<file path="src/phy_ctrl_pkg.sv">
/*
 * constants for the transceiver control and status register pair:
 * register numbers, field positions, reset values and encodings.
 * assumes a 5-bit management register number and 16-bit register data.
 */
package phy_ctrl_pkg;

	// ******************************************************************
	// register numbers on the management interface
	// ******************************************************************
	localparam logic [4:0] TRANSCEIVER_CONTROL_ADDR = 5'h10;
	localparam logic [4:0] TRANSCEIVER_STATUS_ADDR  = 5'h11;

	// ******************************************************************
	// control register fields
	// ******************************************************************
	localparam int CTL_XOVER_LSB   = 5;
	localparam int CTL_XOVER_MSB   = 6;
	localparam int CTL_CS_TX_BIT   = 3;
	localparam int CTL_SQE_BIT     = 2;
	localparam int CTL_POL_BIT     = 1;
	localparam int CTL_JAB_DIS_BIT = 0;

	localparam logic [1:0] XOVER_MDI   = 2'h0;
	localparam logic [1:0] XOVER_MDIX  = 2'h1;
	localparam logic [1:0] XOVER_RSVD  = 2'h2;
	localparam logic [1:0] XOVER_AUTO  = 2'h3;

	localparam logic [1:0] XOVER_MODE_RESET   = 2'h3;
	localparam logic       CS_ON_TX_RESET     = 1'h0;
	localparam logic       SQE_ENABLE_RESET   = 1'h0;
	localparam logic       POL_CORRECT_RESET  = 1'h1;
	localparam logic       JABBER_DIS_RESET   = 1'h0;

	// ******************************************************************
	// status register fields
	// ******************************************************************
	localparam int STS_SPEED_LSB    = 14;
	localparam int STS_SPEED_MSB    = 15;
	localparam int STS_DUPLEX_BIT   = 13;
	localparam int STS_PAGE_BIT     = 12;
	localparam int STS_RESOLVED_BIT = 11;
	localparam int STS_LINK_BIT     = 10;
	localparam int STS_XOVER_BIT    = 6;
	localparam int STS_DOWNGR_BIT   = 5;
	localparam int STS_TX_PAUSE_BIT = 3;
	localparam int STS_RX_PAUSE_BIT = 2;
	localparam int STS_POL_BIT      = 1;
	localparam int STS_JABBER_BIT   = 0;

	localparam logic [1:0] SPEED_10  = 2'h0;
	localparam logic [1:0] SPEED_100 = 2'h1;

	localparam logic [15:0] DATA_ZERO = 16'h0000;

endpackage

</file>
<file path="src/crossover_resolver.sv">
/*
 * holds the crossover mode that is in force and reports the wiring state.
 * assumes soft_reset_i is a one-cycle pulse in the clk_sys_i domain.
 */
`timescale 1ns/100ps
module crossover_resolver (
	input  wire logic       clk_sys_i,
	input  wire logic       rst_n_i,
	input  wire logic       soft_reset_i,
	input  wire logic [1:0] crossover_mode_i,
	input  wire logic       auto_mdix_i,
	input  wire logic       resolved_i,
	output logic      [1:0] applied_mode_o,
	output logic            crossover_state_o
);

	logic next_state;

	// mode encoding
	// reserved code 10 falls back to straight wiring, the safe choice
	assign next_state = (applied_mode_o == phy_ctrl_pkg::XOVER_AUTO) ? auto_mdix_i :
	                    (applied_mode_o == phy_ctrl_pkg::XOVER_MDIX);

	always_ff @(posedge clk_sys_i) begin
		if (!rst_n_i) begin
			applied_mode_o <= phy_ctrl_pkg::XOVER_MODE_RESET;
		end else if (soft_reset_i) begin
			applied_mode_o <= crossover_mode_i;
		end
	end

	always_ff @(posedge clk_sys_i) begin
		if (!rst_n_i) begin
			crossover_state_o <= 1'b0;
		end else begin
			crossover_state_o <= resolved_i & next_state;
		end
	end

endmodule

</file>
<file path="src/phy_control_status_registers.sv">
/*
 * transceiver control and status register pair with the control outputs
 * they steer. assumes a management frame decoder outside that presents
 * one-cycle read and write strobes with a register number; all line
 * status inputs are synchronous to clk_sys_i.
 */
`timescale 1ns/100ps
module phy_control_status_registers (
	input  wire logic        clk_sys_i,
	input  wire logic        rst_n_i,
	// register access from the management frame decoder
	input  wire logic [4:0]  reg_addr_i,
	input  wire logic        reg_wr_i,
	input  wire logic        reg_rd_i,
	input  wire logic [15:0] reg_wdata_i,
	output logic      [15:0] reg_rdata_o,
	output logic             reg_rvalid_o,
	// device state
	input  wire logic        soft_reset_i,
	input  wire logic [1:0]  speed_i,
	input  wire logic        full_duplex_i,
	input  wire logic        link_up_i,
	input  wire logic        an_enable_i,
	input  wire logic        an_complete_i,
	input  wire logic        page_rx_i,
	input  wire logic        auto_mdix_i,
	input  wire logic        tx_pause_res_i,
	input  wire logic        rx_pause_res_i,
	input  wire logic        tx_active_i,
	input  wire logic        rx_active_i,
	input  wire logic        polarity_reversed_i,
	input  wire logic        jabber_i,
	input  wire logic        downgrade_i,
	// control outputs
	output logic             carrier_sense_o,
	output logic             sqe_test_enable_o,
	output logic             polarity_correction_o,
	output logic             jabber_detect_enable_o,
	output logic      [1:0]  crossover_applied_o
);

	// ******************************************************************
	// helpers
	// ******************************************************************
	function automatic logic is_ten_meg(input logic [1:0] speed);
		is_ten_meg = (speed == phy_ctrl_pkg::SPEED_10);
	endfunction

	function automatic logic is_hundred_meg(input logic [1:0] speed);
		is_hundred_meg = (speed == phy_ctrl_pkg::SPEED_100);
	endfunction

	// ******************************************************************
	// control register
	// ******************************************************************
	logic [1:0] crossover_mode;
	logic       carrier_sense_on_transmit;
	logic       signal_quality_test_enable;
	logic       polarity_correction_enable;
	logic       jabber_detect_disable;

	wire sel_control = (reg_addr_i == phy_ctrl_pkg::TRANSCEIVER_CONTROL_ADDR);
	wire sel_status  = (reg_addr_i == phy_ctrl_pkg::TRANSCEIVER_STATUS_ADDR);
	wire wr_control  = reg_wr_i & sel_control;
	wire rd_status   = reg_rd_i & sel_status;

	always_ff @(posedge clk_sys_i) begin
		if (!rst_n_i) begin
			crossover_mode             <= phy_ctrl_pkg::XOVER_MODE_RESET;
			carrier_sense_on_transmit  <= phy_ctrl_pkg::CS_ON_TX_RESET;
			signal_quality_test_enable <= phy_ctrl_pkg::SQE_ENABLE_RESET;
			polarity_correction_enable <= phy_ctrl_pkg::POL_CORRECT_RESET;
			jabber_detect_disable      <= phy_ctrl_pkg::JABBER_DIS_RESET;
		end else if (wr_control) begin
			crossover_mode <=
				reg_wdata_i[phy_ctrl_pkg::CTL_XOVER_MSB:phy_ctrl_pkg::CTL_XOVER_LSB];
			carrier_sense_on_transmit  <= reg_wdata_i[phy_ctrl_pkg::CTL_CS_TX_BIT];
			signal_quality_test_enable <= reg_wdata_i[phy_ctrl_pkg::CTL_SQE_BIT];
			polarity_correction_enable <= reg_wdata_i[phy_ctrl_pkg::CTL_POL_BIT];
			jabber_detect_disable      <= reg_wdata_i[phy_ctrl_pkg::CTL_JAB_DIS_BIT];
		end
	end

	// ******************************************************************
	// resolution and crossover
	// ******************************************************************
	logic crossover_state;

	wire resolved = ~an_enable_i | an_complete_i;

	crossover_resolver u_xover (
		.clk_sys_i         (clk_sys_i),
		.rst_n_i           (rst_n_i),
		.soft_reset_i      (soft_reset_i),
		.crossover_mode_i  (crossover_mode),
		.auto_mdix_i       (auto_mdix_i),
		.resolved_i        (resolved),
		.applied_mode_o    (crossover_applied_o),
		.crossover_state_o (crossover_state)
	);

	// ******************************************************************
	// datapath steering
	// ******************************************************************
	wire ten_meg     = is_ten_meg(speed_i);
	wire hundred_meg = is_hundred_meg(speed_i);

	wire cs_tx_applies = hundred_meg | (ten_meg & ~full_duplex_i);

	wire next_carrier_sense = rx_active_i |
	                          (tx_active_i & carrier_sense_on_transmit & cs_tx_applies);

	wire next_sqe = signal_quality_test_enable & ~full_duplex_i;

	wire jabber_seen = jabber_i & ten_meg & ~jabber_detect_disable;

	wire polarity_seen = polarity_reversed_i &
	                     ~(ten_meg & ~polarity_correction_enable);

	always_ff @(posedge clk_sys_i) begin
		if (!rst_n_i) begin
			carrier_sense_o        <= 1'b0;
			sqe_test_enable_o      <= phy_ctrl_pkg::SQE_ENABLE_RESET;
			polarity_correction_o  <= phy_ctrl_pkg::POL_CORRECT_RESET;
			jabber_detect_enable_o <= ~phy_ctrl_pkg::JABBER_DIS_RESET;
		end else begin
			carrier_sense_o        <= next_carrier_sense;
			sqe_test_enable_o      <= next_sqe;
			polarity_correction_o  <= polarity_correction_enable;
			jabber_detect_enable_o <= ~jabber_detect_disable;
		end
	end

	// ******************************************************************
	// page received flag
	// ******************************************************************
	logic page_received;

	// sticky, clear on read
	// an arriving page in the read cycle wins so it is never lost
	always_ff @(posedge clk_sys_i) begin
		if (!rst_n_i) begin
			page_received <= 1'b0;
		end else if (page_rx_i) begin
			page_received <= 1'b1;
		end else if (rd_status) begin
			page_received <= 1'b0;
		end
	end

	// ******************************************************************
	// read data
	// ******************************************************************
	// pause valid only after negotiation
	wire pause_valid = an_enable_i & an_complete_i;

	logic [15:0] control_word;
	logic [15:0] status_word;
	logic [15:0] next_rdata;

	always_comb begin
		control_word = phy_ctrl_pkg::DATA_ZERO;
		control_word[phy_ctrl_pkg::CTL_XOVER_MSB:phy_ctrl_pkg::CTL_XOVER_LSB] = crossover_mode;
		control_word[phy_ctrl_pkg::CTL_CS_TX_BIT]   = carrier_sense_on_transmit;
		control_word[phy_ctrl_pkg::CTL_SQE_BIT]     = signal_quality_test_enable;
		control_word[phy_ctrl_pkg::CTL_POL_BIT]     = polarity_correction_enable;
		control_word[phy_ctrl_pkg::CTL_JAB_DIS_BIT] = jabber_detect_disable;
	end

	always_comb begin
		status_word = phy_ctrl_pkg::DATA_ZERO;
		status_word[phy_ctrl_pkg::STS_SPEED_MSB:phy_ctrl_pkg::STS_SPEED_LSB] = speed_i;
		status_word[phy_ctrl_pkg::STS_DUPLEX_BIT]   = full_duplex_i;
		status_word[phy_ctrl_pkg::STS_PAGE_BIT]     = page_received;
		status_word[phy_ctrl_pkg::STS_RESOLVED_BIT] = resolved;
		status_word[phy_ctrl_pkg::STS_LINK_BIT]     = link_up_i;
		status_word[phy_ctrl_pkg::STS_XOVER_BIT]    = crossover_state;
		status_word[phy_ctrl_pkg::STS_DOWNGR_BIT]   = downgrade_i;
		status_word[phy_ctrl_pkg::STS_TX_PAUSE_BIT] = tx_pause_res_i & pause_valid;
		status_word[phy_ctrl_pkg::STS_RX_PAUSE_BIT] = rx_pause_res_i & pause_valid;
		status_word[phy_ctrl_pkg::STS_POL_BIT]      = polarity_seen;
		status_word[phy_ctrl_pkg::STS_JABBER_BIT]   = jabber_seen;
	end

	// unmapped register numbers read as zero
	assign next_rdata = sel_control ? control_word :
	                    sel_status  ? status_word  : phy_ctrl_pkg::DATA_ZERO;

	always_ff @(posedge clk_sys_i) begin
		if (!rst_n_i) begin
			reg_rdata_o  <= phy_ctrl_pkg::DATA_ZERO;
			reg_rvalid_o <= 1'b0;
		end else begin
			reg_rvalid_o <= reg_rd_i;
			if (reg_rd_i) begin
				reg_rdata_o <= next_rdata;
			end
		end
	end

endmodule

</file>
<file path="config.mk">
export PLATFORM = sky130hd
export DESIGN_NAME = phy_control_status_registers
export DESIGN_NICKNAME = d
export VERILOG_FILES = /design/src/phy_ctrl_pkg.sv /design/src/crossover_resolver.sv /design/src/phy_control_status_registers.sv
export SDC_FILE = /design/constraint.sdc
export NUM_CORES = 1
export LEC_CHECK = 0
export BUFFER_PORTS_ARGS = -buffer_cell sky130_fd_sc_hd__buf_2
export CAP_MARGIN = 20
export CELL_PAD_IN_SITES_DETAIL_PLACEMENT = 1
export CELL_PAD_IN_SITES_GLOBAL_PLACEMENT = 1
export CORE_UTILIZATION = 30
export CTS_CLUSTER_SIZE = 30
export DETAILED_ROUTE_END_ITERATION = 10
export PLACE_DENSITY_LB_ADDON = 0.1
export SYNTH_ARGS = -nofsm -noshare
export SYNTH_HDL_FRONTEND = slang
export SYNTH_SLANG_ARGS = --single-unit
</file>
<file path="constraint.sdc">
create_clock -name clk_sys_i -period 1.8 [get_ports clk_sys_i]
set_input_delay 0.27 -clock clk_sys_i [delete_from_list [all_inputs] [get_ports clk_sys_i]]
set_output_delay 0.27 -clock clk_sys_i [all_outputs]
set_load 0.005 [all_outputs]
</file>
After elaboration in Yosys (flattened, before gate mapping)
Index checks and enable logic that the tools add are counted.
{"block": "totals", "elab_cells": 48, "register_bits": 31, "output_inout_bits": 23, "in_bits": 41}
{"block": "op_classes", "n_mux": 5, "bitwise": 22, "n_eq_ne": 5, "n_reduce_logical": 2}
{"cell": "16-bit 2-to-1 mux", "count": 2}
{"cell": "1-bit AND", "count": 14}
{"cell": "5-bit == test (second input constant)", "count": 2}
{"cell": "1-bit inverter", "count": 5}
{"cell": "2-bit by 1-bit == test with 1-bit output (second input constant)", "count": 2}
{"cell": "1-bit 2-to-1 mux", "count": 3}
{"cell": "1-bit OR", "count": 3}
{"cell": "2-bit == test (second input constant)", "count": 1}
{"cell": "2-bit zero test", "count": 1}
{"cell": "2-bit nonzero test", "count": 1}

Depth between registers and ports, before layout
Gate-level depths: netlist (run 1).
{"block": "depth", "depth_word": 6, "ltp_mapped": 4, "depth_no_buf": 3}

By module
From an unflattened synthesis (run 1), not the netlist that was laid out.
{"block": "hier_totals", "cells_unflattened": 123, "area_unflattened_um2": 1173.6}
{"mod": "phy_control_status_registers", "area_each_um2": 1072.3, "cells_per_inst": 113, "instances": 1, "seq_area_each_um2": 480.5}
{"mod": "crossover_resolver", "area_each_um2": 101.3, "cells_per_inst": 10, "instances": 1, "seq_area_each_um2": 60.1}

Worst setup path after synthesis (run 1)
Ideal clock, no wire load.
{"block": "synth_path", "kind": "input to register", "from": "input reg_addr_i[1]", "to": "register crossover_mode[0]", "cell_stages": 3, "n_path_buf": 0, "required_time_ns": 1.663, "setup_ns": 0.137, "arrival_ns": 1.029, "setup_slack_ns": 0.634, "cell_sequence": "or4b_4 > o21ai_1 > nand3_1"}
{"block": "synth_via", "elab_chain_len": 2}
{"element": "start: declaration", "line_no": "phy_control_status_registers.sv:12", "text": "input wire logic [4:0] reg_addr_i,"}
{"element": "5-bit == test", "line_no": "phy_control_status_registers.sv:62", "text": "wire sel_control = (reg_addr_i == phy_ctrl_pkg::TRANSCEIVER_CONTROL_ADDR);"}
{"element": "1-bit AND", "line_no": "phy_control_status_registers.sv:64", "text": "wire wr_control = reg_wr_i & sel_control;"}
{"element": "end signal: assignment", "line_no": "phy_control_status_registers.sv:69", "text": "crossover_mode <= phy_ctrl_pkg::XOVER_MODE_RESET;"}
{"element": "end signal: assignment", "line_no": "phy_control_status_registers.sv:75", "text": "crossover_mode <="}
{"element": "end: declaration", "line_no": "phy_control_status_registers.sv:56", "text": "logic [1:0] crossover_mode;"}
No other way between the ends.
A chain may end at the register's enable or synchronous reset.

Final worst setup path (run 1)
{"block": "layout_path", "from": "input reg_addr_i[1]", "to": "register page_received"}
{"block": "layout_via", "elab_chain_len": 3}
{"element": "5-bit == test", "line_no": "phy_control_status_registers.sv:63", "text": "wire sel_status = (reg_addr_i == phy_ctrl_pkg::TRANSCEIVER_STATUS_ADDR);"}
{"element": "1-bit AND", "line_no": "phy_control_status_registers.sv:65", "text": "wire rd_status = reg_rd_i & sel_status;"}
{"element": "2-bit nonzero test (no line)"}
{"element": "end signal: assignment", "line_no": "phy_control_status_registers.sv:143", "text": "page_received <= 1'b0;"}
{"element": "end signal: assignment", "line_no": "phy_control_status_registers.sv:145", "text": "page_received <= 1'b1;"}
{"element": "end signal: assignment", "line_no": "phy_control_status_registers.sv:147", "text": "page_received <= 1'b0;"}
{"element": "end: declaration", "line_no": "phy_control_status_registers.sv:137", "text": "logic page_received;"}
No other way between the ends.

==> results of run 1 <==
[flip-flops by register name (all words and copies together) (netlist names)]
name,cells
carrier_sense_o,1
carrier_sense_on_transmit,1
crossover_mode,2
jabber_detect_disable,1
jabber_detect_enable_o,1
page_received,1
polarity_correction_enable,1
polarity_correction_o,1
reg_rdata_o,12
reg_rvalid_o,1
signal_quality_test_enable,1
sqe_test_enable_o,1
u_xover.applied_mode_o,2
u_xover.crossover_state_o,1
[worst min-delay path by stage]
stage	startpoint	endpoint	slack [ps]	depth (start not counted)
global route	page_rx_i	page_received	200	2
floorplan	jabber_detect_disable	jabber_detect_enable_o	380	1
global placement	jabber_detect_disable	jabber_detect_enable_o	420	1
finish	page_rx_i	page_received	210	2
detailed placement	jabber_detect_disable	jabber_detect_enable_o	430	1
CTS	page_rx_i	page_received	200	2
[cells in the mapped netlist]
master      n
dfxtp_1    27
or4b_4      1
o21a_1      3
a21oi_1     1
a32o_1      1
nor4b_4     1
conb_1      1
nand2_1     5
inv_1       2
mux2i_1     2
nand4b_1    2
a31oi_1     3
a41oi_1     2
buf_6       2
buf_4       5
o21ai_0     2
nand2b_1   12
nand4_1     6
nor3_1      1
clkbuf_1    4
and3b_1     1
nor2b_1     5
buf_2       3
o2111ai_2   1
o21ai_1     6
a21boi_2    1
o41ai_1     1
nand3b_1    2
and3_1      1
a21boi_1   11
and2_1      1
nand3_1    12
[final cells by class]
| type | instances | share of cell area |
|---|---|---|
| Clock buffer | 4 | 0.03020 |
| Inverter | 2 | 0.005034 |
| Multi-Input combinational cell | 88 | 0.3926 |
| Sequential cell | 27 | 0.3624 |
| Tap cell | 48 | 0.04027 |
| Timing Repair Buffer | 50 | 0.1695 |
[metrics by stage]
stage | worst slack [ps] | utilization | power, mW | instances | cell area [um2]
global route | 610.5 | 0.3955 | 1.136 | 219 | 1491
global placement | 442.8 | 0.3835 | 0.7412 | 215 | 1446
floorplan | 634.5 | - | 0.6958 | 131 | 1224
CTS | 707.7 | 0.3955 | 1.090 | 219 | 1491
finish | 709.0 | 0.3955 | 1.073 | 219 | 1491
detailed placement | 406.6 | 0.3835 | 0.7450 | 215 | 1446
[cell families after synthesis]
family,Yosys count,synth area share
AOI/OAI and AO/OA,32,0.1909
buffers and inverters,16,0.08049
DFF,27,0.4458
muxes,2,0.01651
other,1,0.003093
and+or+nand+nor,50,0.2632
[power by group through the flow]
stage / combinational [mW] / clock (mW) / sequential (mW)
floorplan: 0.0693 / 0 / 0.626
global placement: 0.115 / 0 / 0.626
detailed placement: 0.118 / 0 / 0.627
CTS: 0.119 / 0.358 / 0.613
global route: 0.129 / 0.393 / 0.614
finish: 0.117 / 0.344 / 0.612
[metal layers]
metal  part of all wire  vias up  GRT usage
met5                  0        -          0
met4             0.0071        0    0.05707
met3              0.046        2    0.02951
met2               0.49       32     0.2642
met1               0.46      513     0.1907
li1                   -      534          -
[critical path: cells and delay by family]
kind,cells,cell delay (ps)
AND/OR/NAND/NOR,1,260
buffers and inverters,2,420
AO/OA/AOI/OAI,2,310
[cells in the final DEF (no fill, tap or decap), drive strengths merged]
cell and n:
o2111ai 1, nor2b 5, nor4b 1, nor3 1
and2 1, clkbuf 4, buf 50, mux2i 2
nand4b 2, a21boi 12, a21oi 1, o41ai 1
nand4 6, and3 1, a32o 1, o21a 3
a41oi 2, nand2 5, nand3b 2, o21ai 8
or4b 1, dfxtp 27, and3b 1, nand2b 12
inv 2, a31oi 3, nand3 12, conb 4
==> summary.txt, run 1 <==
Setup path
  – Critical Path End Type: register
  – Crit. Startpoint: reg_addr_i[1]
  – Worst flop-to-flop path endpoint: reg_rdata_o[0]
  – Critical Path RT: 1970 ps
  – Cells on worst reg2reg path: 2
  – Critical path cell sequence: buf_2 > nor4b_4 > buf_4 > a31oi_1 > o21a_1
  – R2R setup slack: 780 ps
  – Crit path to: page_received
  – Max incr delay on CP: ~300 ps
  – Worst Path Max Fanout: 23
  – Setup crit start kind: input port
  – Arrival time at the worst endpoint: approximately 1300 ps
  – Slowest CP cell: buf_4
  – FF-to-FF Start: jabber_detect_disable
  – WS Path Type: input port to register

Yosys
  – Share of the synthesized area in the top cell type: 0.4458
  – Sequential share of the synthesized area: 0.4458
  – Post-synthesis register bit count: 27
  – Synth unique cells: 32
  – Avg Cell Area, Syn: 9.472 um2
  – Gate Count Post-Synth: between 100 and 150
  – Yosys warning count: 0
  – Cell taking the most area after synthesis: dfxtp_1
  – Mapped cell area: between 1000 and 1500 um2
  – Cells taking the most area after synthesis: dfxtp_1 (45%), a21boi_1 (6.8%), nand2b_1 (6.2%)

Power and ir drop
  – Clock power frac: 0.320
  – P_int: 0.8193 mW
  – Psw: 0.2533 mW
  – Comb pwr share: 0.109
  – Pleak: just over 0.6 nW
  – Reg power frac: 0.571
  – Pwr dens: about 720 nW/um2
  – VDD IR max: approximately 0.2 mV
  – Sw frac: 0.2361

Placement
  – HPWL Detailed: roughly 2200 um
  – Routability cong.: approximately 0.69
  – PortBufs: 49

Clocking
  – Post-CTS Hold Buffers: 0
  – Max Buffers Root-to-Sink: 2
  – # resized after CTS: 0
  – Sink Count: 27
  – Setup bufs post-CTS: 0
  – Clock root buffer: clkbuf_8
  – Clk slew on worst S/H paths: roughly 90 ps
  – TritonCTS Buffers: 3
  – Clock Latency Late Sink: roughly 270 ps
  – CTS tree: built
  – CTS H-tree depth: 1

Global routing
  – Initial antenna violation count: 0
  – Number of global-route vias before repair: roughly 1,100
  – GR Util All Layers: 0.1546
  – Largest net degree at the start of global routing: 28
  – First-pass GRT wire length: ~5000 um
  – Grt total ovfl: 0

Drt
  – Routed Wire Length: 3100 um
  – DR iter-0 viols: 38
  – # DRC: 0
  – Drt first pass iters: 3
  – Post-DR wirelength/cell: approximately 14 um
  – DR vias/cell: a little under 5
  – Via count: ~1,100
  – Post-route ant nets: 0

Layout
  – Reg area: about 540 um2
  – Nets: 213
  – Antenna Cells: 0
  – Fill count: approximately 460
  – Multi-input gate area: between 500 and 600 um2
  – Layout area overhead: 23.01%
  – Share of layout cells above drive strength 1: 0.3333

Timing
  – WHS: 212.0 ps
  – Setup_tns: 0 ps
  – Setup violations, final: 0
  – RSZ-0062 raised after global routing: false
  – Max Freq: 0.9166 GHz
  – Setup Skew: approximately 3.6 ps
  – Fin. max-slew vios: 0
  – Final period utilization: 0.6061
  – Period minus WS final: ~1100 ps
  – Final hold vios: 0

Floorplanning
  – Die span in x: between 60 and 70 um
  – Area of the core: between 3000 and 4000 um2
  – Die Ht: about 66 um
  – Starting density of the core: 0.3215
  – # rows: 22
  – Die area: between 4000 and 5000 um2
  – # IOs: 64

Run status
  – Outcome: finished, final reports clean

Hold path
  – Hold crit path type: input port to register

Flow run
  – Max Cap Viol: 0
No activity file was read; power rests on OpenSTA's default activity.
==> run 2, diff against run 1 <==
--- a/config.mk
+++ b/config.mk
@@ -9,7 +9,7 @@
 export CAP_MARGIN = 20
 export CELL_PAD_IN_SITES_DETAIL_PLACEMENT = 1
 export CELL_PAD_IN_SITES_GLOBAL_PLACEMENT = 1
-export CORE_UTILIZATION = 30
+export CORE_UTILIZATION = 28
 export CTS_CLUSTER_SIZE = 30
 export DETAILED_ROUTE_END_ITERATION = 10
 export PLACE_DENSITY_LB_ADDON = 0.1
==> constraint.sdc (replaced) <==
create_clock -name clk_sys_i -period 0.95 [get_ports clk_sys_i]
set_input_delay 0.1425 -clock clk_sys_i [delete_from_list [all_inputs] [get_ports clk_sys_i]]
set_output_delay 0.1425 -clock clk_sys_i [all_outputs]
set_load 0.005 [all_outputs]
==> run 2 against run 1 <==
Compared with the run above:
- count of clock-buffer cells in the layout down 1
- hold slack worse by 140 ps
- via count up 5.7%
- first-iteration DRC count up 61%
- die area up 6.9%
- critical endpoint is now carrier_sense_on_transmit
- highest routed layer unchanged
==> summary.txt, run 2 (synthesis results as in run 1) <==
Clocking
  – Clock root buffer: clkbuf_8
  – Max Buffers Root-to-Sink: 2 (unchanged)
  – Sink Count: 27 (unchanged)
  – TritonCTS Buffers: 3 (unchanged)
  – CTS tree: built
  – CTS H-tree depth: 1 (unchanged)
  – Clk slew on worst S/H paths: 100 ps (about the same)
  – Post-CTS Hold Buffers: 0 (unchanged)
  – Clock Latency Late Sink: 270 ps (about the same)

Setup path
  – Critical Path RT: 1110 ps (-860 ps)
  – Worst Path Max Fanout: 6 (-74%)
  – Crit. Startpoint: reg_addr_i[1]
  – Setup crit start kind: input port
  – R2R setup slack: 80 ps (-700 ps)
  – Critical Path End Type: register
  – FF-to-FF Start: jabber_detect_disable
  – WS Path Type: input port to register
  – Arrival time at the worst endpoint: 1080 ps (-180 ps)
  – Slowest CP cell: or4b_4
  – Max incr delay on CP: 570 ps (+270 ps)
  – Critical path cell sequence: buf_6 > or4b_4 > o21ai_1 > a21boi_1

Global routing
  – Largest net degree at the start of global routing: 28 (unchanged)
  – First-pass GRT wire length: 5285 um (+5.8%)
  – Grt total ovfl: 0 (unchanged)
  – Initial antenna violation count: 0 (unchanged)
  – GR Util All Layers: 0.1540 (-0.0006514)
  – Number of global-route vias before repair: 1,123 (+5.3%)

Floorplanning
  – Area of the core: 4086 um2 (+8.4%)
  – # rows: 23 (+4.5%)
  – Die Ht: 67.81 um (+3.4%)
  – # IOs: 64 (unchanged)
  – Starting density of the core: 0.2967 (-0.02481)
  – Die span in x: 67.81 um (+3.4%)
  – Die area: 4598 um2 (+6.9%)

Drt
  – Routed Wire Length: 3419 um (+10%)
  – Post-DR wirelength/cell: 14.74 um (+4.1%)
  – Via count: 1,143 (+5.7%)
  – Post-route ant nets: 0 (unchanged)
  – Drt first pass iters: 2 (-1)
  – # DRC: 0 (unchanged)
  – DR iter-0 viols: 61 (+61%)
  – DR vias/cell: 4.927 (-0.19%)

Power and ir drop
  – Pwr dens: 1284 nW/um2 (+79%)
  – Total Power Consumption: 2.081 mW (+94%)
  – VDD IR max: 0.4604 mV (+120%)
  – Pleak: 0.6874 nW (+12%)

Placement
  – Routability cong.: 0.6709 (-2.4%)
  – PortBufs: 49 (unchanged)
  – Dpl cells: 227 (+5.6%)
  – DP Area: 1536 um2 (+6.2%)
  – HPWL Detailed: 2625 um (+18%)

Layout
  – Top reg by flops: reg_rdata_o
  – Nets: 224 (+5.2%)
  – Most frequent cells in the layout: buf_2 (48), dfxtp_1 (26), nand2b_1 (12), nand3_1 (12), a21boi_1 (11)
  – Commonest non-fill, non-tap cell in the layout: buf_2
  – Largest regs: reg_rdata_o: 12 flops, crossover_mode: 2 flops, u_xover.applied_mode_o: 2 flops
  – Share of layout cells above drive strength 1: 0.3956 (+0.06227)
  – Finished Layout Cells: 232 (+5.9%)
  – Antenna Cells: 0 (unchanged)
  – Final instance area: 1620 um2 (+8.6%)
  – Max reg flops: 12 (unchanged)
  – Layout area overhead: 33.64%

Timing
  – Setup Skew: 3.962 ps (+0.3154 ps)
  – RSZ-0062 raised after global routing: true
  – WHS: 75.61 ps (-136.4 ps)
  – Final period utilization: 0.9631
  – Max Freq: roughly 1.1 GHz
  – Final hold vios: 0 (unchanged)
  – Period minus WS final: approximately 910 ps
  – Setup violations, final: 0 (unchanged)
  – Fin. max-slew vios: 0 (unchanged)

Hold path
  – Hold crit path type: input port to register
  – HP Start: page_rx_i

Flow run
  – Max Cap Viol: 0 (unchanged)

Run status
  – Outcome: finished, final reports clean
==> run 2: changes by cell type in the layout (fill, tap and decap cells not counted), sizes merged <==
cell	delta
buf	+11
clkbuf	-1
clkinv	+1
==> run 2: timing repair <==
action | 4_1_cts | 5_1_grt
gates resized for setup | 1 | 7
gates cloned | 0 | 1
endpoints found under the hold margin | 0 | 0
buffers inserted | 0 | 0
pin swaps | 0 | 4
setup endpoints to repair | 1 | 4
==> run 2: final timing paths <==
| kind | endpoint | cells past startpoint |
|---|---|---|
| setup / recovery | carrier_sense_on_transmit | 4 |
| setup reg to reg | reg_rdata_o[0] | 3 |
| hold reg to reg | u_xover.crossover_state_o | 1 |
| hold / removal | page_received | 2 |
==> run 2: area by class of cell <==
type / count / area [um2]
tap: 50 / 62.56
timing repair buffer: 61 / 361.6
fill: 512 / 2466
clock buffer: 3 / 41.29
inverter: 2 / 7.507
multi-input combinational: 88 / 600.6
sequential: 27 / 541.8
clock inverter: 1 / 5.005
==> run 2: where the power goes <==
| group | switching, mW | leakage, nW | internal, mW | total [mW] |
|---|---|---|---|---|
| registers | 0.00913 | 0.219 | 1.15 | 1.16 |
| clock network | 0.362 | 0.0255 | 0.294 | 0.656 |
| logic | 0.131 | 0.443 | 0.133 | 0.264 |
| total | 0.503 | 0.687 | 1.58 | 2.08 |
==> run 2: metrics by stage <==
stage	util	setup WS, ps	setup TNS, ps
CTS	0.3892	5.413	0
global route	0.3965	2.421	0
floorplan	-	-76.55	-481.6
detailed placement	0.3760	-292.3	-4022
finish	0.3965	35.09	0
global placement	0.3760	-222.8	-3351
==> run 2: critical path, delay by kind of cell <==
kind | cells | cell delay [ps]
buf+inv | 1 | 100
compound gates | 2 | 260
simple gates | 1 | 570
==> run 2: per-layer routing <==
metal	up-vias	track usage	part of all wire
li1	555	-	-
met1	552	0.1952	0.47
met2	34	0.2611	0.48
met3	2	0.03378	0.046
met4	0	0.03906	0.0050
met5	-	0	0
